[config.mk]
export PLATFORM = sky130hd
export DESIGN_NAME = uab_top
export DESIGN_NICKNAME = d
export VERILOG_FILES = /design/src/logic/uab_pkg.sv /design/src/logic/uab_top.sv
export VERILOG_INCLUDE_DIRS = /design/src /design/src/logic
export SDC_FILE = /design/constraint.sdc
export NUM_CORES = 1
export LEC_CHECK = 0
export BUFFER_PORTS_ARGS = -buffer_cell sky130_fd_sc_hd__buf_4
export CORE_AREA = 10 10 157 159
export CTS_CLUSTER_SIZE = 14
export DETAILED_ROUTE_END_ITERATION = 8
export DIE_AREA = 0 0 167 169
export PLACE_DENSITY_LB_ADDON = 0.1
export SLEW_MARGIN = 20
export SYNTH_ARGS = -nofsm -noshare
export SYNTH_HDL_FRONTEND = slang
export SYNTH_SLANG_ARGS = --single-unit
[constraint.sdc]
create_clock -name i_ref_clk -period 5.2 [get_ports i_ref_clk]
set_input_delay 1.3 -clock i_ref_clk [delete_from_list [all_inputs] [get_ports i_ref_clk]]
set_output_delay 1.3 -clock i_ref_clk [all_outputs]
set_load 0.005 [all_outputs]
[src/logic/uab_regs.svh]
// register offsets, field positions, reset values and counts of the autobaud/wake/break block
`ifndef UAB_REGS_SVH
`define UAB_REGS_SVH
`define UAB_OFF_CTRL 8'h00
`define UAB_OFF_STAT 8'h04
`define UAB_OFF_DIVL 8'h08
`define UAB_OFF_DIVH 8'h0C
`define UAB_OFF_RXD 8'h10
`define UAB_OFF_TXD 8'h14
`define UAB_CTRL_ABD 0
`define UAB_CTRL_WUE 1
`define UAB_CTRL_WIDE 2
`define UAB_CTRL_HS 3
`define UAB_CTRL_SB 4
`define UAB_CTRL_TRANSMIT_ENABLE 5
`define UAB_CTRL_OVF 6
`define UAB_STAT_RXF 0
`define UAB_STAT_IDLE 1
`define UAB_STAT_TEMPTY 2
`define UAB_STAT_TFULL 3
`define UAB_RESP_OK 2'h0
`define UAB_RESP_ERR 2'h2
`define UAB_PRESC_SLOW 24'h000040
`define UAB_PRESC_MID 24'h000010
`define UAB_PRESC_FAST 24'h000004
`define UAB_ABD_DIV 24'h000008
`define UAB_DIV_RST 16'h0000
`define UAB_DIV_MAX 16'hFFFF
`define UAB_ABD_START 16'h0001
`define UAB_FIFTH_EDGE 3'h4
`define UAB_BRK_BITS 4'hE
`define UAB_CHAR_BITS 4'hA
`define UAB_RX_LAST 4'h7
`endif

[src/logic/uab_pkg.sv]
// types of the autobaud/wake/break block
package uab_pkg;
  typedef struct packed {
    logic awvalid;
    logic [7:0] awaddr;
    logic wvalid;
    logic [31:0] wdata;
    logic [3:0] wstrb;
    logic bready;
    logic arvalid;
    logic [7:0] araddr;
    logic rready;
  } uab_axi_req_t;
  typedef struct packed {
    logic awready;
    logic wready;
    logic bvalid;
    logic [1:0] bresp;
    logic arready;
    logic rvalid;
    logic [31:0] rdata;
    logic [1:0] rresp;
  } uab_axi_rsp_t;
  typedef enum logic [2:0] {RX_IDLE, RX_START, RX_DATA, RX_STOP, AB_START, AB_COUNT, WK_FALL, WK_RISE} uab_rx_t;
  typedef enum logic {TX_IDLE, TX_SHIFT} uab_tx_t;
  typedef struct packed {
    uab_axi_rsp_t axi;
    logic aw_got;
    logic [7:0] awaddr;
    logic w_got;
    logic [31:0] wdata;
    logic [3:0] wstrb;
    logic autobaud_enable;
    logic wake_on_break_enable;
    logic wide_divider_select;
    logic high_speed_select;
    logic send_break;
    logic transmit_enable;
    logic autobaud_overflow_flag;
    logic [15:0] div;
    logic [7:0] receive_data_reg;
    logic receive_flag;
    logic receive_idle;
    uab_rx_t rx_st;
    logic [7:0] rx_sh;
    logic [3:0] rx_cnt;
    logic [23:0] rx_tmr;
    logic rx_sync1;
    logic rx_sync2;
    logic rx_prev;
    logic [9:0] abd_pre;
    logic [2:0] edges;
    uab_tx_t tx_st;
    logic [13:0] tx_sh;
    logic [3:0] tx_cnt;
    logic [23:0] tx_tmr;
    logic [7:0] tx_buf;
    logic tx_full;
    logic tx_brk;
    logic transmit_shift_empty;
    logic tx_line;
  } uab_state_t;
endpackage : uab_pkg

[src/logic/uab_top.sv]
// serial port helper: autobaud calibration, wake on break, break transmit, AXI4-Lite registers
//
// The register addresses and register access over AXI4-Lite were decided locally.
`timescale 1ns/1ps
`include "uab_regs.svh"
module uab_top
  import uab_pkg::*;
(
  input wire logic i_ref_clk,
  input wire logic i_rst,
  input wire uab_axi_req_t i_axi,
  output uab_axi_rsp_t o_axi,
  input wire logic i_receive_line,
  output logic o_transmit_line,
  output logic o_receive_flag
);
  uab_state_t s_reg;
  uab_state_t s_next;
  logic [23:0] presc;
  logic [15:0] div_eff;
  logic [23:0] bit_period;
  logic [23:0] abd_limit;
  logic rise;
  logic fall;
  logic line;
  logic abd_tick;
  logic rx_due;
  logic tx_due;
  logic wr_go;
  logic rd_rxd;
  logic div_wr;
  logic lane0;

  // edges of the synchronised receive line
  assign line = s_reg.rx_sync2;
  assign rise = s_reg.rx_sync2 && !s_reg.rx_prev;
  assign fall = !s_reg.rx_sync2 && s_reg.rx_prev;
  assign rx_due = (s_reg.rx_tmr == 24'h000000);
  assign tx_due = (s_reg.tx_tmr == 24'h000000);

  // base prescale and bit period from the select bits and divisor
  always_comb
  begin
    case ({s_reg.wide_divider_select, s_reg.high_speed_select})
      2'b00: presc = `UAB_PRESC_SLOW;
      2'b11: presc = `UAB_PRESC_FAST;
      default: presc = `UAB_PRESC_MID;
    endcase
    div_eff = s_reg.wide_divider_select ? s_reg.div : {8'h00, s_reg.div[7:0]};
    bit_period = 24'(presc * {8'h00, div_eff}) + presc;
    abd_limit = 24'(presc * `UAB_ABD_DIV);
  end
  assign abd_tick = ({14'h0000, s_reg.abd_pre} == abd_limit - 24'h000001);

  // next state of the whole block
  always_comb
  begin
    s_next = s_reg;
    wr_go = 1'b0;
    rd_rxd = 1'b0;
    div_wr = 1'b0;
    lane0 = 1'b0;
    s_next.rx_sync1 = i_receive_line;
    s_next.rx_sync2 = s_reg.rx_sync1;
    s_next.rx_prev = s_reg.rx_sync2;
    s_next.rx_tmr = rx_due ? 24'h000000 : s_reg.rx_tmr - 24'h000001;
    s_next.tx_tmr = tx_due ? 24'h000000 : s_reg.tx_tmr - 24'h000001;
    // write address and data taken in either order
    if (i_axi.awvalid && s_reg.axi.awready)
    begin
      s_next.aw_got = 1'b1;
      s_next.awaddr = i_axi.awaddr;
    end
    if (i_axi.wvalid && s_reg.axi.wready)
    begin
      s_next.w_got = 1'b1;
      s_next.wdata = i_axi.wdata;
      s_next.wstrb = i_axi.wstrb;
    end
    if (i_axi.bready && s_reg.axi.bvalid)
      s_next.axi.bvalid = 1'b0;
    wr_go = s_next.aw_got && s_next.w_got && !s_next.axi.bvalid;
    lane0 = s_next.wstrb[0];
    // register write decode
    if (wr_go)
    begin
      s_next.aw_got = 1'b0;
      s_next.w_got = 1'b0;
      s_next.axi.bvalid = 1'b1;
      s_next.axi.bresp = `UAB_RESP_OK;
      case (s_next.awaddr)
        `UAB_OFF_CTRL:
          if (lane0)
          begin
            s_next.autobaud_enable = s_next.wdata[`UAB_CTRL_ABD];
            s_next.wake_on_break_enable = s_next.wdata[`UAB_CTRL_WUE];
            s_next.wide_divider_select = s_next.wdata[`UAB_CTRL_WIDE];
            s_next.high_speed_select = s_next.wdata[`UAB_CTRL_HS];
            s_next.send_break = s_next.wdata[`UAB_CTRL_SB];
            s_next.transmit_enable = s_next.wdata[`UAB_CTRL_TRANSMIT_ENABLE];
            if (!s_next.wdata[`UAB_CTRL_OVF])
              s_next.autobaud_overflow_flag = 1'b0; // write 0 clears
          end
        `UAB_OFF_DIVL:
          if (lane0)
          begin
            s_next.div[7:0] = s_next.wdata[7:0];
            div_wr = 1'b1;
          end
        `UAB_OFF_DIVH:
          if (lane0)
          begin
            s_next.div[15:8] = s_next.wdata[7:0];
            div_wr = 1'b1;
          end
        // write launches a character or break
        `UAB_OFF_TXD:
          if (lane0 && s_reg.transmit_enable && !s_reg.tx_full)
          begin
            s_next.tx_full = 1'b1;
            s_next.tx_buf = s_next.wdata[7:0];
          end
        `UAB_OFF_STAT, `UAB_OFF_RXD: s_next.axi.bresp = `UAB_RESP_OK;
        default: s_next.axi.bresp = `UAB_RESP_ERR;
      endcase
    end
    // register read decode
    if (i_axi.rready && s_reg.axi.rvalid)
      s_next.axi.rvalid = 1'b0;
    if (i_axi.arvalid && s_reg.axi.arready)
    begin
      s_next.axi.rvalid = 1'b1;
      s_next.axi.rresp = `UAB_RESP_OK;
      s_next.axi.rdata = 32'h00000000;
      case (i_axi.araddr)
        `UAB_OFF_CTRL: s_next.axi.rdata[6:0] = {s_reg.autobaud_overflow_flag, s_reg.transmit_enable,
          s_reg.send_break, s_reg.high_speed_select, s_reg.wide_divider_select,
          s_reg.wake_on_break_enable, s_reg.autobaud_enable};
        `UAB_OFF_STAT: s_next.axi.rdata[3:0] = {s_reg.tx_full, s_reg.transmit_shift_empty,
          s_reg.receive_idle, s_reg.receive_flag};
        `UAB_OFF_DIVL: s_next.axi.rdata[7:0] = s_reg.div[7:0];
        `UAB_OFF_DIVH: s_next.axi.rdata[7:0] = s_reg.div[15:8];
        `UAB_OFF_RXD:
        begin
          s_next.axi.rdata[7:0] = s_reg.receive_data_reg;
          rd_rxd = 1'b1;
        end
        `UAB_OFF_TXD: s_next.axi.rdata = 32'h00000000;
        default: s_next.axi.rresp = `UAB_RESP_ERR;
      endcase
    end
    // data read clears flag, later sets win
    if (rd_rxd)
      s_next.receive_flag = 1'b0;
    // receive side: normal reception, calibration, wake watch
    case (s_reg.rx_st)
      RX_IDLE:
        if (s_reg.wake_on_break_enable)
          s_next.rx_st = WK_FALL;
        else if (s_reg.autobaud_enable)
          s_next.rx_st = AB_START;
        else if (fall)
        begin
          s_next.rx_st = RX_START;
          s_next.rx_tmr = bit_period >> 1;
        end
      RX_START:
        if (rx_due)
        begin
          s_next.rx_st = line ? RX_IDLE : RX_DATA;
          s_next.rx_tmr = bit_period - 24'h000001;
          s_next.rx_cnt = 4'h0;
        end
      RX_DATA:
        if (rx_due)
        begin
          s_next.rx_sh = {line, s_reg.rx_sh[7:1]};
          s_next.rx_tmr = bit_period - 24'h000001;
          s_next.rx_cnt = s_reg.rx_cnt + 4'h1;
          if (s_reg.rx_cnt == `UAB_RX_LAST)
            s_next.rx_st = RX_STOP;
        end
      RX_STOP:
        if (rx_due)
        begin
          s_next.receive_data_reg = s_reg.rx_sh;
          s_next.receive_flag = 1'b1;
          s_next.rx_st = RX_IDLE;
        end
      AB_START:
        if (!s_reg.autobaud_enable)
          s_next.rx_st = RX_IDLE;
        else if (rise)
        begin
          s_next.rx_st = AB_COUNT;
          s_next.div = `UAB_ABD_START;
          s_next.edges = 3'h1;
          s_next.abd_pre = 10'h000;
        end
      AB_COUNT:
        if (!s_reg.autobaud_enable)
          s_next.rx_st = RX_IDLE;
        else
        begin
          s_next.abd_pre = abd_tick ? 10'h000 : s_reg.abd_pre + 10'h001;
          if (abd_tick)
          begin
            s_next.div = s_reg.div + 16'h0001;
            if (s_reg.div == `UAB_DIV_MAX)
            begin
              s_next.autobaud_overflow_flag = 1'b1;
              s_next.receive_flag = 1'b1;
            end
          end
          if (rise)
          begin
            if (s_reg.edges == `UAB_FIFTH_EDGE)
            begin
              s_next.autobaud_enable = 1'b0;
              s_next.receive_flag = 1'b1;
              s_next.rx_st = RX_IDLE;
            end
            else
              s_next.edges = s_reg.edges + 3'h1;
          end
        end
      WK_FALL:
        if (!s_reg.wake_on_break_enable)
          s_next.rx_st = RX_IDLE;
        // falling edge is the wake event
        else if (fall)
        begin
          s_next.receive_flag = 1'b1;
          s_next.rx_st = WK_RISE;
        end
      WK_RISE:
        // rest of character is a fragment
        if (rise || !s_reg.wake_on_break_enable)
        begin
          s_next.wake_on_break_enable = 1'b0;
          s_next.rx_st = RX_IDLE;
        end
      default: s_next.rx_st = RX_IDLE;
    endcase
    s_next.receive_idle = (s_next.rx_st == RX_IDLE) || (s_next.rx_st == WK_FALL);
    // transmit side: characters and breaks
    case (s_reg.tx_st)
      TX_IDLE:
        if (s_reg.tx_full && s_reg.transmit_enable)
        begin
          s_next.tx_full = 1'b0;
          s_next.tx_st = TX_SHIFT;
          s_next.tx_tmr = bit_period - 24'h000001;
          s_next.tx_line = 1'b0;
          if (s_reg.send_break)
          begin
            s_next.tx_sh = 14'h2000;
            s_next.tx_cnt = `UAB_BRK_BITS;
            s_next.tx_brk = 1'b1;
          end
          else
          begin
            s_next.tx_sh = {4'hF, 1'b1, s_reg.tx_buf, 1'b0};
            s_next.tx_cnt = `UAB_CHAR_BITS;
            s_next.tx_brk = 1'b0;
          end
        end
      TX_SHIFT:
        if (tx_due)
        begin
          s_next.tx_tmr = bit_period - 24'h000001;
          if (s_reg.tx_cnt == 4'h1)
          begin
            s_next.tx_st = TX_IDLE;
            s_next.tx_line = 1'b1;
            if (s_reg.tx_brk)
              s_next.send_break = 1'b0;
          end
          else
          begin
            s_next.tx_sh = s_reg.tx_sh >> 1;
            s_next.tx_line = s_reg.tx_sh[1];
            s_next.tx_cnt = s_reg.tx_cnt - 4'h1;
          end
        end
      default: s_next.tx_st = TX_IDLE;
    endcase
    s_next.transmit_shift_empty = (s_next.tx_st == TX_IDLE);
    if (div_wr)
    begin
      s_next.rx_tmr = 24'h000000;
      s_next.tx_tmr = 24'h000000;
    end
    // bus ready flags for the next cycle
    s_next.axi.awready = !s_next.aw_got && !s_next.axi.bvalid;
    s_next.axi.wready = !s_next.w_got && !s_next.axi.bvalid;
    s_next.axi.arready = !s_next.axi.rvalid;
  end

  // state register
  always_ff @(posedge i_ref_clk)
  begin
    if (i_rst)
    begin
      s_reg <= '0;
      s_reg.rx_sync1 <= 1'b1;
      s_reg.rx_sync2 <= 1'b1;
      s_reg.rx_prev <= 1'b1;
      s_reg.tx_line <= 1'b1;
      s_reg.receive_idle <= 1'b1;
      s_reg.transmit_shift_empty <= 1'b1;
      s_reg.div <= `UAB_DIV_RST;
    end
    else
      s_reg <= s_next;
  end

  // outputs straight from the state register
  assign o_axi = s_reg.axi;
  assign o_transmit_line = s_reg.tx_line;
  assign o_receive_flag = s_reg.receive_flag;

  // checks on calibration, wake, break, shift-empty and data-read behaviour
  a_abd_idle_hold:
    assert property (@(posedge i_ref_clk) disable iff (i_rst)
      (s_reg.rx_st == AB_COUNT) |-> !s_reg.receive_idle)
    else $error("receive idle high during calibration");
  a_abd_count_one:
    assert property (@(posedge i_ref_clk) disable iff (i_rst)
      (s_reg.rx_st == AB_START && s_reg.autobaud_enable && rise) |=> (s_reg.div == 16'h0001 && s_reg.edges == 3'h1))
    else $error("calibration count did not start at one");
  a_abd_count_up:
    assert property (@(posedge i_ref_clk) disable iff (i_rst)
      (s_reg.rx_st == AB_COUNT && s_reg.autobaud_enable && abd_tick) |=> (s_reg.div == $past(s_reg.div) + 16'h0001))
    else $error("calibration counter did not advance on its tick");
  a_abd_tick_rate:
    assert property (@(posedge i_ref_clk) disable iff (i_rst)
      (s_reg.rx_st == AB_COUNT) |-> ({14'h0000, s_reg.abd_pre} < abd_limit))
    else $error("calibration prescaler exceeded its period");
  a_abd_fifth_end:
    assert property (@(posedge i_ref_clk) disable iff (i_rst)
      (s_reg.rx_st == AB_COUNT && s_reg.autobaud_enable && rise && s_reg.edges == 3'h4)
      |=> (!s_reg.autobaud_enable && s_reg.receive_flag && s_reg.receive_idle))
    else $error("fifth rise did not end calibration");
  a_abd_overflow_set:
    assert property (@(posedge i_ref_clk) disable iff (i_rst)
      (s_reg.rx_st == AB_COUNT && s_reg.autobaud_enable && abd_tick && s_reg.div == 16'hFFFF)
      |=> (s_reg.autobaud_overflow_flag && s_reg.receive_flag && s_reg.div == 16'h0000))
    else $error("overflow not flagged");
  a_wake_flag_set:
    assert property (@(posedge i_ref_clk) disable iff (i_rst)
      (s_reg.rx_st == WK_FALL && s_reg.wake_on_break_enable && fall) |=> s_reg.receive_flag ##1 (s_reg.rx_st != RX_DATA))
    else $error("wake event did not set receive flag");
  a_wake_enable_clr:
    assert property (@(posedge i_ref_clk) disable iff (i_rst)
      (s_reg.rx_st == WK_RISE && rise) |=> (!s_reg.wake_on_break_enable && s_reg.rx_st == RX_IDLE))
    else $error("wake enable not cleared at end of break");
  a_break_frame_len:
    assert property (@(posedge i_ref_clk) disable iff (i_rst)
      (s_reg.tx_st == TX_IDLE && s_reg.tx_full && s_reg.transmit_enable && s_reg.send_break)
      |=> (s_reg.tx_cnt == 4'hE && !s_reg.tx_line && s_reg.tx_sh == 14'h2000))
    else $error("break frame not fourteen bits of zero and stop");
  a_break_sb_clear:
    assert property (@(posedge i_ref_clk) disable iff (i_rst)
      (s_reg.tx_st == TX_SHIFT && s_reg.tx_brk && tx_due && s_reg.tx_cnt == 4'h1)
      |=> (!s_reg.send_break && s_reg.tx_line && s_reg.transmit_shift_empty))
    else $error("send break not cleared after stop bit");
  a_tsr_busy_flag:
    assert property (@(posedge i_ref_clk) disable iff (i_rst)
      $rose(s_reg.tx_st == TX_SHIFT) |-> !s_reg.transmit_shift_empty)
    else $error("shift empty high while sending");
  a_rxd_read_clr:
    assert property (@(posedge i_ref_clk) disable iff (i_rst)
      (rd_rxd && s_reg.rx_st == RX_IDLE && !s_reg.wake_on_break_enable && !s_reg.autobaud_enable && !fall)
      |=> !s_reg.receive_flag)
    else $error("receive data read did not clear flag");
endmodule : uab_top

# After elaboration in Yosys (flattened, before gate mapping)
# Index checks and enable logic that the tools add are counted.
# Widths: inputs -> output; s select.
# op_classes
addsub	10
n_mul	1
n_eq_ne	34
mux	103
n_bitwise	2
reduce_logical	48
# ops
operator	n
$mux 24	5
$sub 24x1->24 const B	4
$mux 43	2
$pmux 43 s2	1
$pmux 24 s3	1
$mux 17	3
$mux 3	17
$logic_not 24->1	2
$mux 16	3
$mux 1	39
$mux 13	3
$mux 39	1
$mux 37	1
$mux 35	1
$eq 8x4->1 const B	4
$eq 8x5->1 const B	4
$mux 8	4
$pmux 16 s2	1
$mux 28	1
$pmux 13 s2	1
$add 24x24->24	1
$eq 10x24->1	1
$mul 24x16->24	1
$pmux 3 s8	1
other kinds (41)	96
# word_totals
regBits	206
inputBits	60
output_inout_bits	43
wordCells	242

# Logic depth before layout (Yosys ltp)
# Gate-level depths: netlist of the first run.
# depth
word_depth	10
mapped_depth	22
ltp_nobuf	20

# Worst setup path before layout of the first run
# Ideal clock, no wire load.
# synth_timing
path_kind	register to register
start	register s_reg[140] (netlist bit)
end	register s_reg[89] (netlist bit)
setup_ns	0.059
arrival_time_ns	5.333
required_ns	5.141
path_slack_ns	-0.192
stages_incl_launch_ff	21
n_path_buf	1
period_less_slack_ns	5.392
path_cell_list	dfxtp_1 inv_1 ha_1 clkbuf_1 and2_1 ha_1 ha_1 inv_1 fa_1 inv_1 ha_1 ha_1 a211oi_2 o31ai_4 or4b_4 a32oi_2 or3b_4 nor4b_4 xor2_1 a2111oi_1 a31o_1
# synth_between
elab_chain_cells	8
elab_cells_between_ends	13
cone_classes	add/sub: 2; mul: 1; eq/ne: 1; mux: 8; reduce/logical: 1
# synth_lines
element	line	source
start: declaration	uab_top.sv:17	uab_state_t s_reg;
start signal: assignment	uab_top.sv:315	s_reg <= s_next;
$eq 2x2->1 / $logic_not 2->1 (equally long branches)	uab_top.sv:44	case ({s_reg.wide_divider_select, s_reg.high_speed_select})
$pmux 7 s2	uab_top.sv:44	
$mul 24x16->24	uab_top.sv:50	bit_period = 24'(presc * {8'h00, div_eff}) + presc;
$add 24x24->24 (*)	uab_top.sv:50	
parallel branches: the longest is 3 deep, another holds $sub 24x1->24	--	
$pmux 24 s3 (*)	uab_top.sv:156	case (s_reg.rx_st)
# Mark *: on every way between the ends. The select of a mux whose other input is x is not followed.
# A chain may end at the register's enable or synchronous reset.

# Worst setup path in the final report of the first run
# layout_timing
start	register s_reg[139] (netlist bit)
end	register s_reg[35] (netlist bit)
# layout_between
elab_chain_cells	7
elab_cells_between_ends	9
cone_classes	add/sub: 2; mul: 1; eq/ne: 1; mux: 4; reduce/logical: 1
# layout_lines
element	line	source
$eq 2x2->1 / $logic_not 2->1 (equally long branches)	uab_top.sv:44	
$pmux 7 s2 (*)	uab_top.sv:44	
$mul 24x16->24	uab_top.sv:50	
$add 24x24->24 (*)	uab_top.sv:50	
$sub 24x1->24 (*)	uab_top.sv:253, uab_top.sv:271	
$mux 43 (on tied branches)	uab_top.sv:269, uab_top.sv:249	
$pmux 43 s2 (*)	uab_top.sv:247	case (s_reg.tx_st)
# Mark *: on every way between the ends. The rest lies on a longest branch, timed or not. The select of a mux whose other input is x is not followed.

==> summary.json, run 1 <==
{
  "run_status": {"value": "finished, final reports clean"},
  "max_clock_freq": {"value": 0.196, "unit": "GHz"},
  "dr_wl_met3": {"value": 1610, "unit": "um"},
  "postRouteAntennaNets": {"value": 0},
  "r2r_slack": {"value": 0.10, "unit": "ns"},
  "worstPathMaxFanout": {"value": 6},
  "synthesis.area_per_instance": {"value": 8.03, "unit": "um2"},
  "postRouteWirelength": {"value": 30300, "unit": "um"},
  "timing.critical_path.required": {"value": 5.51, "unit": "ns"},
  "met2RoutedLength": {"value": 14000, "unit": "um"},
  "top_cells_by_area_in_the_synthesized_netlist": {"value": "sky130_fd_sc_hd__dfxtp_1 (30%), sky130_fd_sc_hd__ha_1 (9.4%), sky130_fd_sc_hd__nor2_1 (6.1%), sky130_fd_sc_hd__nand2_1 (4.3%), sky130_fd_sc_hd__xnor2_1 (4.0%)"},
  "clk_path_buf_depth": {"value": 2},
  "yosysUniqueCellTypes": {"value": 86},
  "avgViaCountPerCell": {"value": 5.77},
  "final-instance-count-excl-fill": {"value": 1791},
  "cts.htree.levels": {"value": 4},
  "gpl.final_weighted_congestion": {"value": 0.932},
  "postSynthRegisterBits": {"value": 176},
  "synthDominantCellAreaShare": {"value": 30.1, "unit": "%"},
  "timing.final.crit_period": {"value": 5.10, "unit": "ns"},
  "grt_first_pass_wirelength": {"value": 48000, "unit": "um"},
  "place_hpwl": {"value": 22200, "unit": "um"},
  "clkSinkCount": {"value": 176},
  "grt_usage": {"value": 20.2, "unit": "%"},
  "clock_skew": {"value": 0.0172, "unit": "ns"},
  "yosysWarnings": {"value": 0},
  "synth_flop_cell": {"value": "sky130_fd_sc_hd__dfxtp_1"},
  "area.growth.synth_to_final": {"value": 13.8, "unit": "%"},
  "power.density": {"value": 319, "unit": "nW/um2"},
  "synth_largest_area_cell": {"value": "sky130_fd_sc_hd__dfxtp_1"},
  "number_of_antenna_violations_at_the_first_check_in_global_routing": {"value": 0},
  "fin_hold_ws": {"value": 0.415, "unit": "ns"},
  "die_h": {"value": 169, "unit": "um"},
  "avgRoutedWirePerCell": {"value": 16.9, "unit": "um"},
  "core-area": {"value": 21600, "unit": "um2"},
  "worst_hold_class": {"value": "flip-flop to flip-flop"},
  "dr_total_vias": {"value": 10329},
  "clkSlewWorstSetupHoldPaths": {"value": 0.08, "unit": "ns"},
  "place.detailed.instances": {"value": 1750},
  "dr.first_iter.drc_count": {"value": 787},
  "num_rows": {"value": 54},
  "cts_tree": {"value": "done"},
  "p_leak": {"value": 5.64, "unit": "nW"},
  "timing_hold_violations_final": {"value": 0},
  "drcViolationCount": {"value": 0},
  "critical_path_type": {"value": "flip-flop to flip-flop"},
  "maximum_number_of_pins_on_one_net_before_global_route_repair": {"value": 62},
  "worstSetupEndpointType": {"value": "flip-flop"},
  "postLayoutCoreUtil": {"value": 61.8, "unit": "%"},
  "worstSkewPairLatency": {"value": 0.45, "unit": "ns"},
  "final.period_utilization": {"value": 98.0, "unit": "%"},
  "cts_hold_buf": {"value": 0},
  "cts_root_buffer": {"value": "sky130_fd_sc_hd__clkbuf_16"},
  "m1WireLength": {"value": 14200, "unit": "um"},
  "p_total": {"value": 0.00425, "unit": "W"},
  "worst_ir_drop_vdd": {"value": 283, "unit": "uV"},
  "placement.io_buffers": {"value": 49},
  "synth_commonest_cells": {"value": "sky130_fd_sc_hd__nor2_1 (189), sky130_fd_sc_hd__dfxtp_1 (176), sky130_fd_sc_hd__nand2_1 (134)"},
  "slew_viol_final": {"value": 0},
  "asyncSetResetFlopFracSynth": {"value": 0, "unit": "%"},
  "cts_made_buffers": {"value": 17},
  "maxCapViolations": {"value": 0},
  "detail_route.first_pass.iterations": {"value": 6},
  "final_layout_size_suffix_gt1_share": {"value": 14.8, "unit": "%"},
  "uppermost_layer_routed": {"value": "met4"},
  "finish.net_count": {"value": 1659},
  "total_non_filler_cell_area_in_the_finished_layout": {"value": 13300, "unit": "um2"},
  "number_of_flip_flops_in_the_largest_register": {"value": 157},
  "grt_pass1_vias": {"value": 9522},
  "placedInstanceArea": {"value": 12300, "unit": "um2"},
  "report.final.setup_viol": {"value": 0},
  "syn-instance-count": {"value": 1458},
  "max_slew.worst_pin.slew": {"value": 1.11, "unit": "ns"},
  "yosys.cell_count.top_type": {"value": "sky130_fd_sc_hd__nor2_1"},
  "slew_headroom": {"value": 25.3, "unit": "%"},
  "io_pins": {"value": 103},
  "globalRouteOverflowTotal": {"value": 0},
  "mappedNetlistArea": {"value": 11700, "unit": "um2"},
  "die_area": {"value": 28200, "unit": "um2"},
  "start_util": {"value": 54.3, "unit": "%"},
  "cp.arrival": {"value": 5.40, "unit": "ns"},
  "synth_enable_flop_cells": {"value": 0},
  "worst_setup_path_start_kind": {"value": "flip-flop"},
  "diodes_inserted": {"value": 0},
  "dieWidth": {"value": 167, "unit": "um"},
  "seq_area_frac_synth": {"value": 30.1, "unit": "%"}
}
==> report_power, final <==
group / internal (W) / switching (W) / leakage (nW)
registers: 0.00150 / 0.000139 / 1.43
logic: 0.000546 / 0.000713 / 3.92
clock network: 0.000694 / 0.000653 / 0.294
==> what timing repair did <==
action                                  CTS  global route
resized for setup                         3            47
endpoints found under the setup margin    2            19
buffers inserted                          4             5
pin swaps                                 7            20
cloned                                    0             0
==> area by class of cell <==
| class | count | area (um2) |
|---|---|---|
| repair buffers | 107 | 807 |
| multi-input cells | 1124 | 7750 |
| flip-flops and latches | 176 | 3530 |
| inverters | 72 | 270 |
| well taps | 280 | 350 |
| clock inverters | 15 | 195 |
| fillers | 1947 | 8230 |
| clock buffers | 17 | 425 |
==> through the flow <==
step | worst slack, ns | setup TNS (ns)
after CTS | 0.00744 | 0
after global placement | 0.0533 | 0
after global routing | -0.0589 | -0.183
final | 0.103 | 0
after detailed placement | 0.00873 | 0
after floorplan | 0.0837 | 0
==> kinds of logic after synthesis <==
group	Yosys count	synth area share, %
flops	176	30.1
simple gates	588	25.0
fa+ha+maj	101	11.6
buf+inv	183	7.24
compound gates	278	15.7
mux	39	3.48
other cells	1	0.0320
xor+xnor	92	6.88
==> routing by layer <==
layer  vias up  track usage (%)
met5         -                0
met2       279             31.8
met1      4880             27.9
met3        31             3.08
li1       5139                -
met4         0             5.77
==> critical path: stages, from the launching register on <==
cell                       delay (ns)
sky130_fd_sc_hd__dfxtp_2         0.35
sky130_fd_sc_hd__inv_2           0.05
sky130_fd_sc_hd__ha_4            0.26
sky130_fd_sc_hd__buf_6           0.14
sky130_fd_sc_hd__and2_1          0.13
sky130_fd_sc_hd__ha_1            0.31
sky130_fd_sc_hd__fa_1            0.50
sky130_fd_sc_hd__ha_1            0.33
sky130_fd_sc_hd__ha_4            0.26
sky130_fd_sc_hd__ha_4            0.19
sky130_fd_sc_hd__a211oi_4        0.25
sky130_fd_sc_hd__o31ai_4         0.08
sky130_fd_sc_hd__or4b_4          0.50
sky130_fd_sc_hd__a32oi_4         0.25
sky130_fd_sc_hd__or4b_4          0.51
sky130_fd_sc_hd__nor4_4          0.24
sky130_fd_sc_hd__nand4_1         0.24
sky130_fd_sc_hd__xnor2_1         0.26
sky130_fd_sc_hd__o22ai_1         0.11
==> worst paths after layout <==
kind / start / to / cells past startpoint
hold / removal: s_next[69] / line / 1
setup reg to reg: s_reg[139] / s_reg[35] / 18
hold reg to reg: s_next[69] / line / 1
setup / recovery: s_reg[139] / s_reg[35] / 18
==> cell usage in the layout, fill, tap and decap left out, types with 16 or more instances in the layout <==
cell type	instances
sky130_fd_sc_hd__inv_1	66
sky130_fd_sc_hd__a22oi_1	27
sky130_fd_sc_hd__ha_4	16
sky130_fd_sc_hd__a211oi_1	35
sky130_fd_sc_hd__xor2_1	39
sky130_fd_sc_hd__nand2_1	134
sky130_fd_sc_hd__buf_4	106
sky130_fd_sc_hd__xnor2_1	49
sky130_fd_sc_hd__nor2_1	188
sky130_fd_sc_hd__nand3_1	42
sky130_fd_sc_hd__o21ai_0	33
sky130_fd_sc_hd__dfxtp_1	174
sky130_fd_sc_hd__and2_1	29
sky130_fd_sc_hd__conb_1	26
sky130_fd_sc_hd__and3_1	28
sky130_fd_sc_hd__clkbuf_16	17
sky130_fd_sc_hd__ha_1	72
sky130_fd_sc_hd__nor3_1	52
sky130_fd_sc_hd__mux2i_1	25
sky130_fd_sc_hd__a21oi_1	89
Note: power is estimated with default switching activity, not from simulation.
==> run 2, diff against run 1 <==
--- a/config.mk
+++ b/config.mk
@@ -13,2 +13,3 @@
 export DIE_AREA = 0 0 167 169
+export MAX_ROUTING_LAYER = met4
 export PLACE_DENSITY_LB_ADDON = 0.1
==> constraint.sdc (replaced) <==
create_clock -name i_ref_clk -period 5.2 [get_ports i_ref_clk]
set_input_delay 0.52 -clock i_ref_clk [delete_from_list [all_inputs] [get_ports i_ref_clk]]
set_output_delay 0.52 -clock i_ref_clk [all_outputs]
set_load 0.005 [all_outputs]
==> run 2 against run 1 <==
Against the previous run: combinational power about the same; sequential share of layout area decreased by 0.24 points; final area increased by 0.91%; clock power about the same; sequential cell count unchanged; count of clock-buffer cells in the layout unchanged; worst hold slack got worse by 0.15 ns; sequential power about the same; global-route usage increased by 0.69 points.
==> summary.json, run 2 (synthesis results as in run 1) <==
{
  "run_status": {"value": "finished, final reports clean"},
  "core-area": {"value": 21600, "unit": "um2", "change": "unchanged"},
  "rsz0062_at_grt": {"value": "yes"},
  "worstSetupEndpointType": {"value": "flip-flop"},
  "slew_viol_final": {"value": 0, "change": "unchanged"},
  "commonest_cells_after_routing_fill_and_taps_aside": {"value": "sky130_fd_sc_hd__nor2_1 (188), sky130_fd_sc_hd__dfxtp_1 (174), sky130_fd_sc_hd__nand2_1 (134)"},
  "number_of_antenna_violations_at_the_first_check_in_global_routing": {"value": 0, "change": "unchanged"},
  "grt_usage": {"value": 20.9, "unit": "%", "change": "+0.69 points"},
  "cts_hold_buf": {"value": 0, "change": "unchanged"},
  "postLayoutCoreUtil": {"value": 62.4, "unit": "%", "change": "+0.56 points"},
  "detail_route.first_pass.iterations": {"value": 5, "change": "-1"},
  "gpl.final_weighted_congestion": {"value": 0.918, "change": "-1.5%"},
  "maxCapViolations": {"value": 0, "change": "unchanged"},
  "clkSinkCount": {"value": 176, "change": "unchanged"},
  "num_rows": {"value": 54, "change": "unchanged"},
  "globalRouteOverflowTotal": {"value": 0, "change": "unchanged"},
  "final-instance-count-excl-fill": {"value": 1791, "change": "unchanged"},
  "p_leak": {"value": 5.62, "unit": "nW", "change": "-0.33%"},
  "die_area": {"value": 28200, "unit": "um2", "change": "unchanged"},
  "timing_hold_violations_final": {"value": 0, "change": "unchanged"},
  "finish.net_count": {"value": 1659, "change": "unchanged"},
  "clkSlewWorstSetupHoldPaths": {"value": 0.07, "unit": "ns", "change": "about the same"},
  "max_slew.worst_pin.slew": {"value": 1.07, "unit": "ns", "change": "-0.0362 ns"},
  "worst_hold_class": {"value": "primary input to flip-flop"},
  "final_common_cell": {"value": "sky130_fd_sc_hd__nor2_1"},
  "worstPathMaxFanout": {"value": 7, "change": "+1"},
  "start_util": {"value": 54.3, "unit": "%", "change": "unchanged"},
  "dr.first_iter.drc_count": {"value": 915, "change": "+16%"},
  "power.density": {"value": 317, "unit": "nW/um2", "change": "-0.36%"},
  "final_layout_size_suffix_gt1_share": {"value": 15.8, "unit": "%", "change": "+0.93 points"},
  "number_of_flip_flops_in_the_largest_register": {"value": 157, "change": "unchanged"},
  "avgRoutedWirePerCell": {"value": 17.2, "unit": "um", "change": "+1.5%"},
  "worst_setup_path_start_kind": {"value": "flip-flop"},
  "clock_skew": {"value": 0.0129, "unit": "ns", "change": "-0.00429 ns"},
  "io_pins": {"value": 103, "change": "unchanged"},
  "maximum_number_of_pins_on_one_net_before_global_route_repair": {"value": 62, "change": "unchanged"},
  "final.period_utilization": {"value": 98.1, "unit": "%", "change": "+0.11 points"},
  "area.growth.synth_to_final": {"value": 14.8, "unit": "%"},
  "cts_tree": {"value": "done"},
  "clk_path_buf_depth": {"value": 2, "change": "unchanged"},
  "place_hpwl": {"value": 22200, "unit": "um", "change": "about the same"},
  "place.detailed.instances": {"value": 1744, "change": "-0.34%"},
  "grt_pass1_vias": {"value": 9619, "change": "+1.0%"},
  "critical_path_type": {"value": "flip-flop to flip-flop"},
  "fin_tns_setup": {"value": 0, "unit": "ns", "change": "unchanged"},
  "timing.final.crit_period": {"value": 5.10, "unit": "ns", "change": "+0.00585 ns"},
  "cts_root_buffer": {"value": "sky130_fd_sc_hd__clkbuf_16"},
  "drcViolationCount": {"value": 0, "change": "unchanged"},
  "die_h": {"value": 169, "unit": "um", "change": "unchanged"},
  "report.final.setup_viol": {"value": 0, "change": "unchanged"},
  "cp.arrival": {"value": 5.48, "unit": "ns", "change": "+0.08 ns"},
  "placement.io_buffers": {"value": 49, "change": "unchanged"},
  "worst_ir_drop_vdd": {"value": 259, "unit": "uV", "change": "-8.6%"},
  "worstSkewPairLatency": {"value": 0.44, "unit": "ns", "change": "about the same"},
  "slew_headroom": {"value": 28.5, "unit": "%", "change": "+3.2 points"},
  "dr_total_vias": {"value": 10429, "change": "+0.97%"},
  "max_clock_freq": {"value": 0.196, "unit": "GHz", "change": "-0.11%"},
  "cts_made_buffers": {"value": 17, "change": "unchanged"},
  "dieWidth": {"value": 167, "unit": "um", "change": "unchanged"},
  "grt_first_pass_wirelength": {"value": 48500, "unit": "um", "change": "+1.1%"},
  "diodes_inserted": {"value": 0, "change": "unchanged"},
  "cts.htree.levels": {"value": 4, "change": "unchanged"},
  "postRouteAntennaNets": {"value": 0, "change": "unchanged"},
  "timing.critical_path.required": {"value": 5.58, "unit": "ns", "change": "+0.07 ns"},
  "avgViaCountPerCell": {"value": 5.82, "change": "+0.97%"},
  "postRouteWirelength": {"value": 30800, "unit": "um", "change": "+1.5%"}
}
-- run 2: layer usage --
| metal | GRT usage (%) | part of all wire [%] |
|---|---|---|
| met1 | 27.6 | 45 |
| met2 | 32.9 | 47 |
| met3 | 2.69 | 5.4 |
| met4 | 5.96 | 1.7 |
| met5 | - | 0 |
-- run 2: worst max-delay path, cell delays in order (launching register included) --
cell,delay (ns)
sky130_fd_sc_hd__dfxtp_2,0.33
sky130_fd_sc_hd__inv_2,0.05
sky130_fd_sc_hd__ha_4,0.26
sky130_fd_sc_hd__and2_1,0.15
sky130_fd_sc_hd__ha_1,0.33
sky130_fd_sc_hd__fa_1,0.50
sky130_fd_sc_hd__ha_1,0.36
sky130_fd_sc_hd__ha_4,0.26
sky130_fd_sc_hd__ha_4,0.18
sky130_fd_sc_hd__a211oi_4,0.26
sky130_fd_sc_hd__o31ai_4,0.09
sky130_fd_sc_hd__or4b_4,0.53
sky130_fd_sc_hd__a32oi_4,0.25
sky130_fd_sc_hd__or3b_4,0.43
sky130_fd_sc_hd__nor4b_4,0.36
sky130_fd_sc_hd__xor2_2,0.17
sky130_fd_sc_hd__a2111oi_4,0.37
sky130_fd_sc_hd__a31o_1,0.16
-- run 2: area by class of cell --
class	instances	area, um2
Timing Repair Buffer	107	815
Tap cell	280	350
Inverter	72	270
Multi-Input combinational cell	1124	7870
Sequential cell	176	3530
Clock buffer	17	425
Clock inverter	15	196
Fill cell	1908	8110
-- run 2: worst paths after layout --
check	slack, ns	start	cells after the start	endpoint
worst max register to register	0.1	s_reg[139]	17	s_reg[89]
worst min register to register	0.41	s_next[69]	1	line
worst max-delay path	0.1	s_reg[139]	17	s_reg[89]
worst min-delay path	0.26	i_receive_line	2	s_next[69]
-- run 2: power by group --
part           total (W)  internal (W)  switching [W]
Sequential       0.00164       0.00150       0.000144
Clock            0.00135      0.000734       0.000618
Combinational    0.00127      0.000554       0.000719
-- run 2: metrics by stage --
step	setup WS (ns)	cell area (um2)	hold WS (ns)	power (W)
global placement	0.0429	12300	0.397	0.00288
global route	-0.0669	13400	0.267	0.00450
floorplan	0.0837	11800	0.389	0.00265
finish	0.0970	13400	0.264	0.00427
detailed placement	-0.0600	12300	0.397	0.00291
CTS	0.00361	13000	0.253	0.00427
-- run 2: timing repair --
item,4_1_cts,5_1_grt
gates resized for setup,2,61
endpoints found under the setup margin,2,22
gates cloned,0,0
pin swaps,5,28
setup buffers,7,8
==> run 3, diff against run 2 <==
- GPL_TIMING_DRIVEN: default -> 0
==> run 3 against run 2 <==
Against the previous run: the run now ends with negative setup slack left; global-route usage is 2.8 points higher; sequential power about the same; total power increased by 0.48%; final cell count grew 4.1%; wire length is 9.5% higher; sequential cell count stayed put; maximum frequency decreased by 2.0%.
==> summary.json, run 3 (synthesis results as in run 1) <==
{
  "worst_path_max_delay_cell": {"value": "sky130_fd_sc_hd__or4b_4"},
  "avgViaCountPerCell": {"value": 5.86, "change": "+0.60%"},
  "worst_hold_class": {"value": "primary input to flip-flop"},
  "final.fill_count": {"value": 1931, "change": "+1.2%"},
  "dr.first_iter.drc_count": {"value": 937, "change": "+2.4%"},
  "grt_usage": {"value": 23.7, "unit": "%", "change": "+2.8 points"},
  "path_cells": {"value": "inv_4 > ha_4 > buf_8 > and2_4 > ha_4 > ha_4 > inv_2 > fa_1 > inv_2 > ha_4 > ha_4 > buf_4 > nand3_1 > a22o_2 > buf_12 > xnor2_4 > nand4bb_1 > or4b_4 > nor4_4 > nand4_1 > xnor2_1 > o22ai_1"},
  "clk_path_buf_depth": {"value": 2, "change": "unchanged"},
  "gpl.final_weighted_congestion": {"value": 0.962, "change": "+4.8%"},
  "detail_route.first_pass.iterations": {"value": 5, "change": "unchanged"},
  "fin_hold_ws": {"value": 0.255, "unit": "ns", "change": "-0.00887 ns"},
  "power.density": {"value": 311, "unit": "nW/um2", "change": "-2.1%"},
  "timing.final.crit_period": {"value": 5.21, "unit": "ns", "change": "+0.102 ns"},
  "num_rows": {"value": 54, "change": "unchanged"},
  "die_area": {"value": 28200, "unit": "um2", "change": "unchanged"},
  "worstSkewPairLatency": {"value": 0.44, "unit": "ns", "change": "about the same"},
  "avgRoutedWirePerCell": {"value": 18.1, "unit": "um", "change": "+5.2%"},
  "maxCapViolations": {"value": 0, "change": "unchanged"},
  "clkSlewWorstSetupHoldPaths": {"value": 0.08, "unit": "ns", "change": "about the same"},
  "timing_hold_violations_final": {"value": 0, "change": "unchanged"},
  "start_util": {"value": 54.3, "unit": "%", "change": "unchanged"},
  "postRouteWirelength": {"value": 33700, "unit": "um", "change": "+9.5%"},
  "max_stage_delay": {"value": 0.61, "unit": "ns", "change": "+0.08 ns"},
  "drcViolationCount": {"value": 0, "change": "unchanged"},
  "worstSetupEndpointType": {"value": "flip-flop"},
  "place_hpwl": {"value": 25000, "unit": "um", "change": "+12%"},
  "cts_hold_buf": {"value": 0, "change": "unchanged"},
  "p_total": {"value": 0.00429, "unit": "W", "change": "+0.48%"},
  "number_of_flip_flops_in_the_largest_register": {"value": 157, "change": "unchanged"},
  "crit_path_frequent_cell": {"value": "sky130_fd_sc_hd__ha_4"},
  "clkSinkCount": {"value": 176, "change": "unchanged"},
  "worst_ir_drop_vdd": {"value": 282, "unit": "uV", "change": "+9.2%"},
  "slew_viol_final": {"value": 0, "change": "unchanged"},
  "cts_tree": {"value": "done"},
  "postRouteAntennaNets": {"value": 0, "change": "unchanged"},
  "dr_total_vias": {"value": 10919, "change": "+4.7%"},
  "number_of_antenna_violations_at_the_first_check_in_global_routing": {"value": 1, "change": "+1"},
  "dieWidth": {"value": 167, "unit": "um", "change": "unchanged"},
  "globalRouteOverflowTotal": {"value": 0, "change": "unchanged"},
  "area.growth.synth_to_final": {"value": 17.9, "unit": "%"},
  "p_leak": {"value": 5.81, "unit": "nW", "change": "+3.2%"},
  "global_route.usage.met3": {"value": 4.91, "unit": "%", "change": "+2.2 points"},
  "rsz0062_at_grt": {"value": "yes"},
  "die_h": {"value": 169, "unit": "um", "change": "unchanged"},
  "cp.arrival": {"value": 5.53, "unit": "ns", "change": "+0.05 ns"},
  "max_slew.worst_pin.slew": {"value": 1.08, "unit": "ns", "change": "+0.0129 ns"},
  "cts_root_buffer": {"value": "sky130_fd_sc_hd__clkbuf_16"},
  "report.final.setup_viol": {"value": 1, "change": "+1"},
  "core-area": {"value": 21600, "unit": "um2", "change": "unchanged"},
  "final_common_cell": {"value": "sky130_fd_sc_hd__nor2_1"},
  "run_status": {"value": "finished with violations"},
  "worstPathMaxFanout": {"value": 8, "change": "+1"},
  "commonest_cells_after_routing_fill_and_taps_aside": {"value": "sky130_fd_sc_hd__nor2_1 (188), sky130_fd_sc_hd__dfxtp_1 (174), sky130_fd_sc_hd__nand2_1 (133)"},
  "timing.critical_path.required": {"value": 5.53, "unit": "ns", "change": "-0.05 ns"},
  "clock_skew": {"value": 0.0211, "unit": "ns", "change": "+0.00819 ns"},
  "busiest_layer": {"value": "met2"},
  "placement.io_buffers": {"value": 47, "change": "-4.1%"},
  "grt_first_pass_wirelength": {"value": 53800, "unit": "um", "change": "+11%"},
  "cts_made_buffers": {"value": 17, "change": "unchanged"},
  "violated_checks": {"value": "negative setup slack"},
  "grt_pass1_vias": {"value": 10512, "change": "+9.3%"},
  "maximum_number_of_pins_on_one_net_before_global_route_repair": {"value": 19, "change": "-69%"},
  "final_layout_size_suffix_gt1_share": {"value": 16.2, "unit": "%", "change": "+0.42 points"},
  "max_clock_freq": {"value": 0.192, "unit": "GHz", "change": "-2.0%"},
  "finish.net_count": {"value": 1731, "change": "+4.3%"},
  "io_pins": {"value": 103, "change": "unchanged"},
  "critical_path_type": {"value": "flip-flop to flip-flop"},
  "grt.met1_usage": {"value": 29.9, "unit": "%", "change": "+2.2 points"},
  "worst_hold_path.num_cells": {"value": 2, "change": "unchanged"},
  "worst_slack_setup_final": {"value": -0.00541, "unit": "ns", "change": "-0.102 ns"},
  "slew_headroom": {"value": 27.3, "unit": "%", "change": "-1.2 points"},
  "reg2reg_depth": {"value": 22, "change": "+5"},
  "cts.htree.levels": {"value": 4, "change": "unchanged"},
  "grtUsageMet2": {"value": 37.9, "unit": "%", "change": "+5.1 points"},
  "worst_setup_path_start_kind": {"value": "flip-flop"},
  "final.period_utilization": {"value": 100, "unit": "%", "change": "+2.0 points"}
}
-- run 3: cell count changes in the layout (fill, tap and decap cells not counted), sizes merged --
| cell | change |
|---|---|
| clkbuf | +59 |
| buf | +14 |
| clkinvlp | -3 |
| clkinv | +2 |
| bufinv | -1 |
| diode | +1 |
| inv | +1 |
-- run 3: report_power, final --
group | internal, W | switching (W) | total, W
logic | 0.000573 | 0.000737 | 0.00131
clock network | 0.000701 | 0.000640 | 0.00134
registers | 0.00150 | 0.000139 | 0.00164
total | 0.00277 | 0.00152 | 0.00429
-- run 3: final timing paths --
kind | startpoint | to | slack [ns]
setup / recovery | s_reg[140] | s_reg[35] | -0.005
hold / removal | i_receive_line | s_next[69] | 0.26
setup reg to reg | s_reg[140] | s_reg[35] | -0.005
hold reg to reg | s_next[69] | line | 0.42
-- run 3: repair_timing --
action                                  in CTS  in global routing
resized for setup                           58                 23
setup buffers                               16                  8
endpoints found under the setup margin      23                 17
pin swaps                                   22                 14
-- run 3: critical path, delay by kind of cell (launching register included) --
kind                     cells  cell delay [ns]
flip-flops                   1             0.38
adder cells (fa/ha/maj)      6             1.77
XOR/XNOR                     2             0.49
AND/OR/NAND/NOR              6             1.52
buffers and inverters        6             0.50
AO/OA/AOI/OAI                2             0.42
-- run 3: final cells by class --
cell class,instances,area (um2),share of cell area [%]
Buffer,108,593,4.29
Clock buffer,18,439,3.18
Timing Repair Buffer,71,546,3.95
Tap cell,280,350,2.54
Antenna cell,1,2.50,0.0181
Clock inverter,14,165,1.20
Inverter,72,273,1.98
Sequential cell,176,3530,25.6
Multi-Input combinational cell,1124,7910,57.3
-- run 3: per-layer routing --
layer | up-vias | wire length, um
met4 | 0 | 660
met5 | - | 0
met2 | 357 | 16100
li1 | 5282 | -
met3 | 51 | 2320
met1 | 5229 | 14700
-- run 3: per-stage QoR --
| step | worst slack, ns | instances | util (%) | area [um2] | setup TNS, ns |
|---|---|---|---|---|---|
| 4_1_cts | -0.0670 | 1855 | 63.3 | 13600 | -0.116 |
| 3_3_place_gp | -0.731 | 1810 | 58.2 | 12500 | -8.31 |
| 5_1_grt | -0.143 | 1864 | 64.1 | 13800 | -0.805 |
| 6_report | -0.00541 | 1864 | 64.1 | 13800 | -0.00541 |
| 3_5_place_dp | -0.827 | 1810 | 58.2 | 12500 | -10.03 |
| 2_1_floorplan | 0.0837 | 1483 | - | 11800 | 0 |
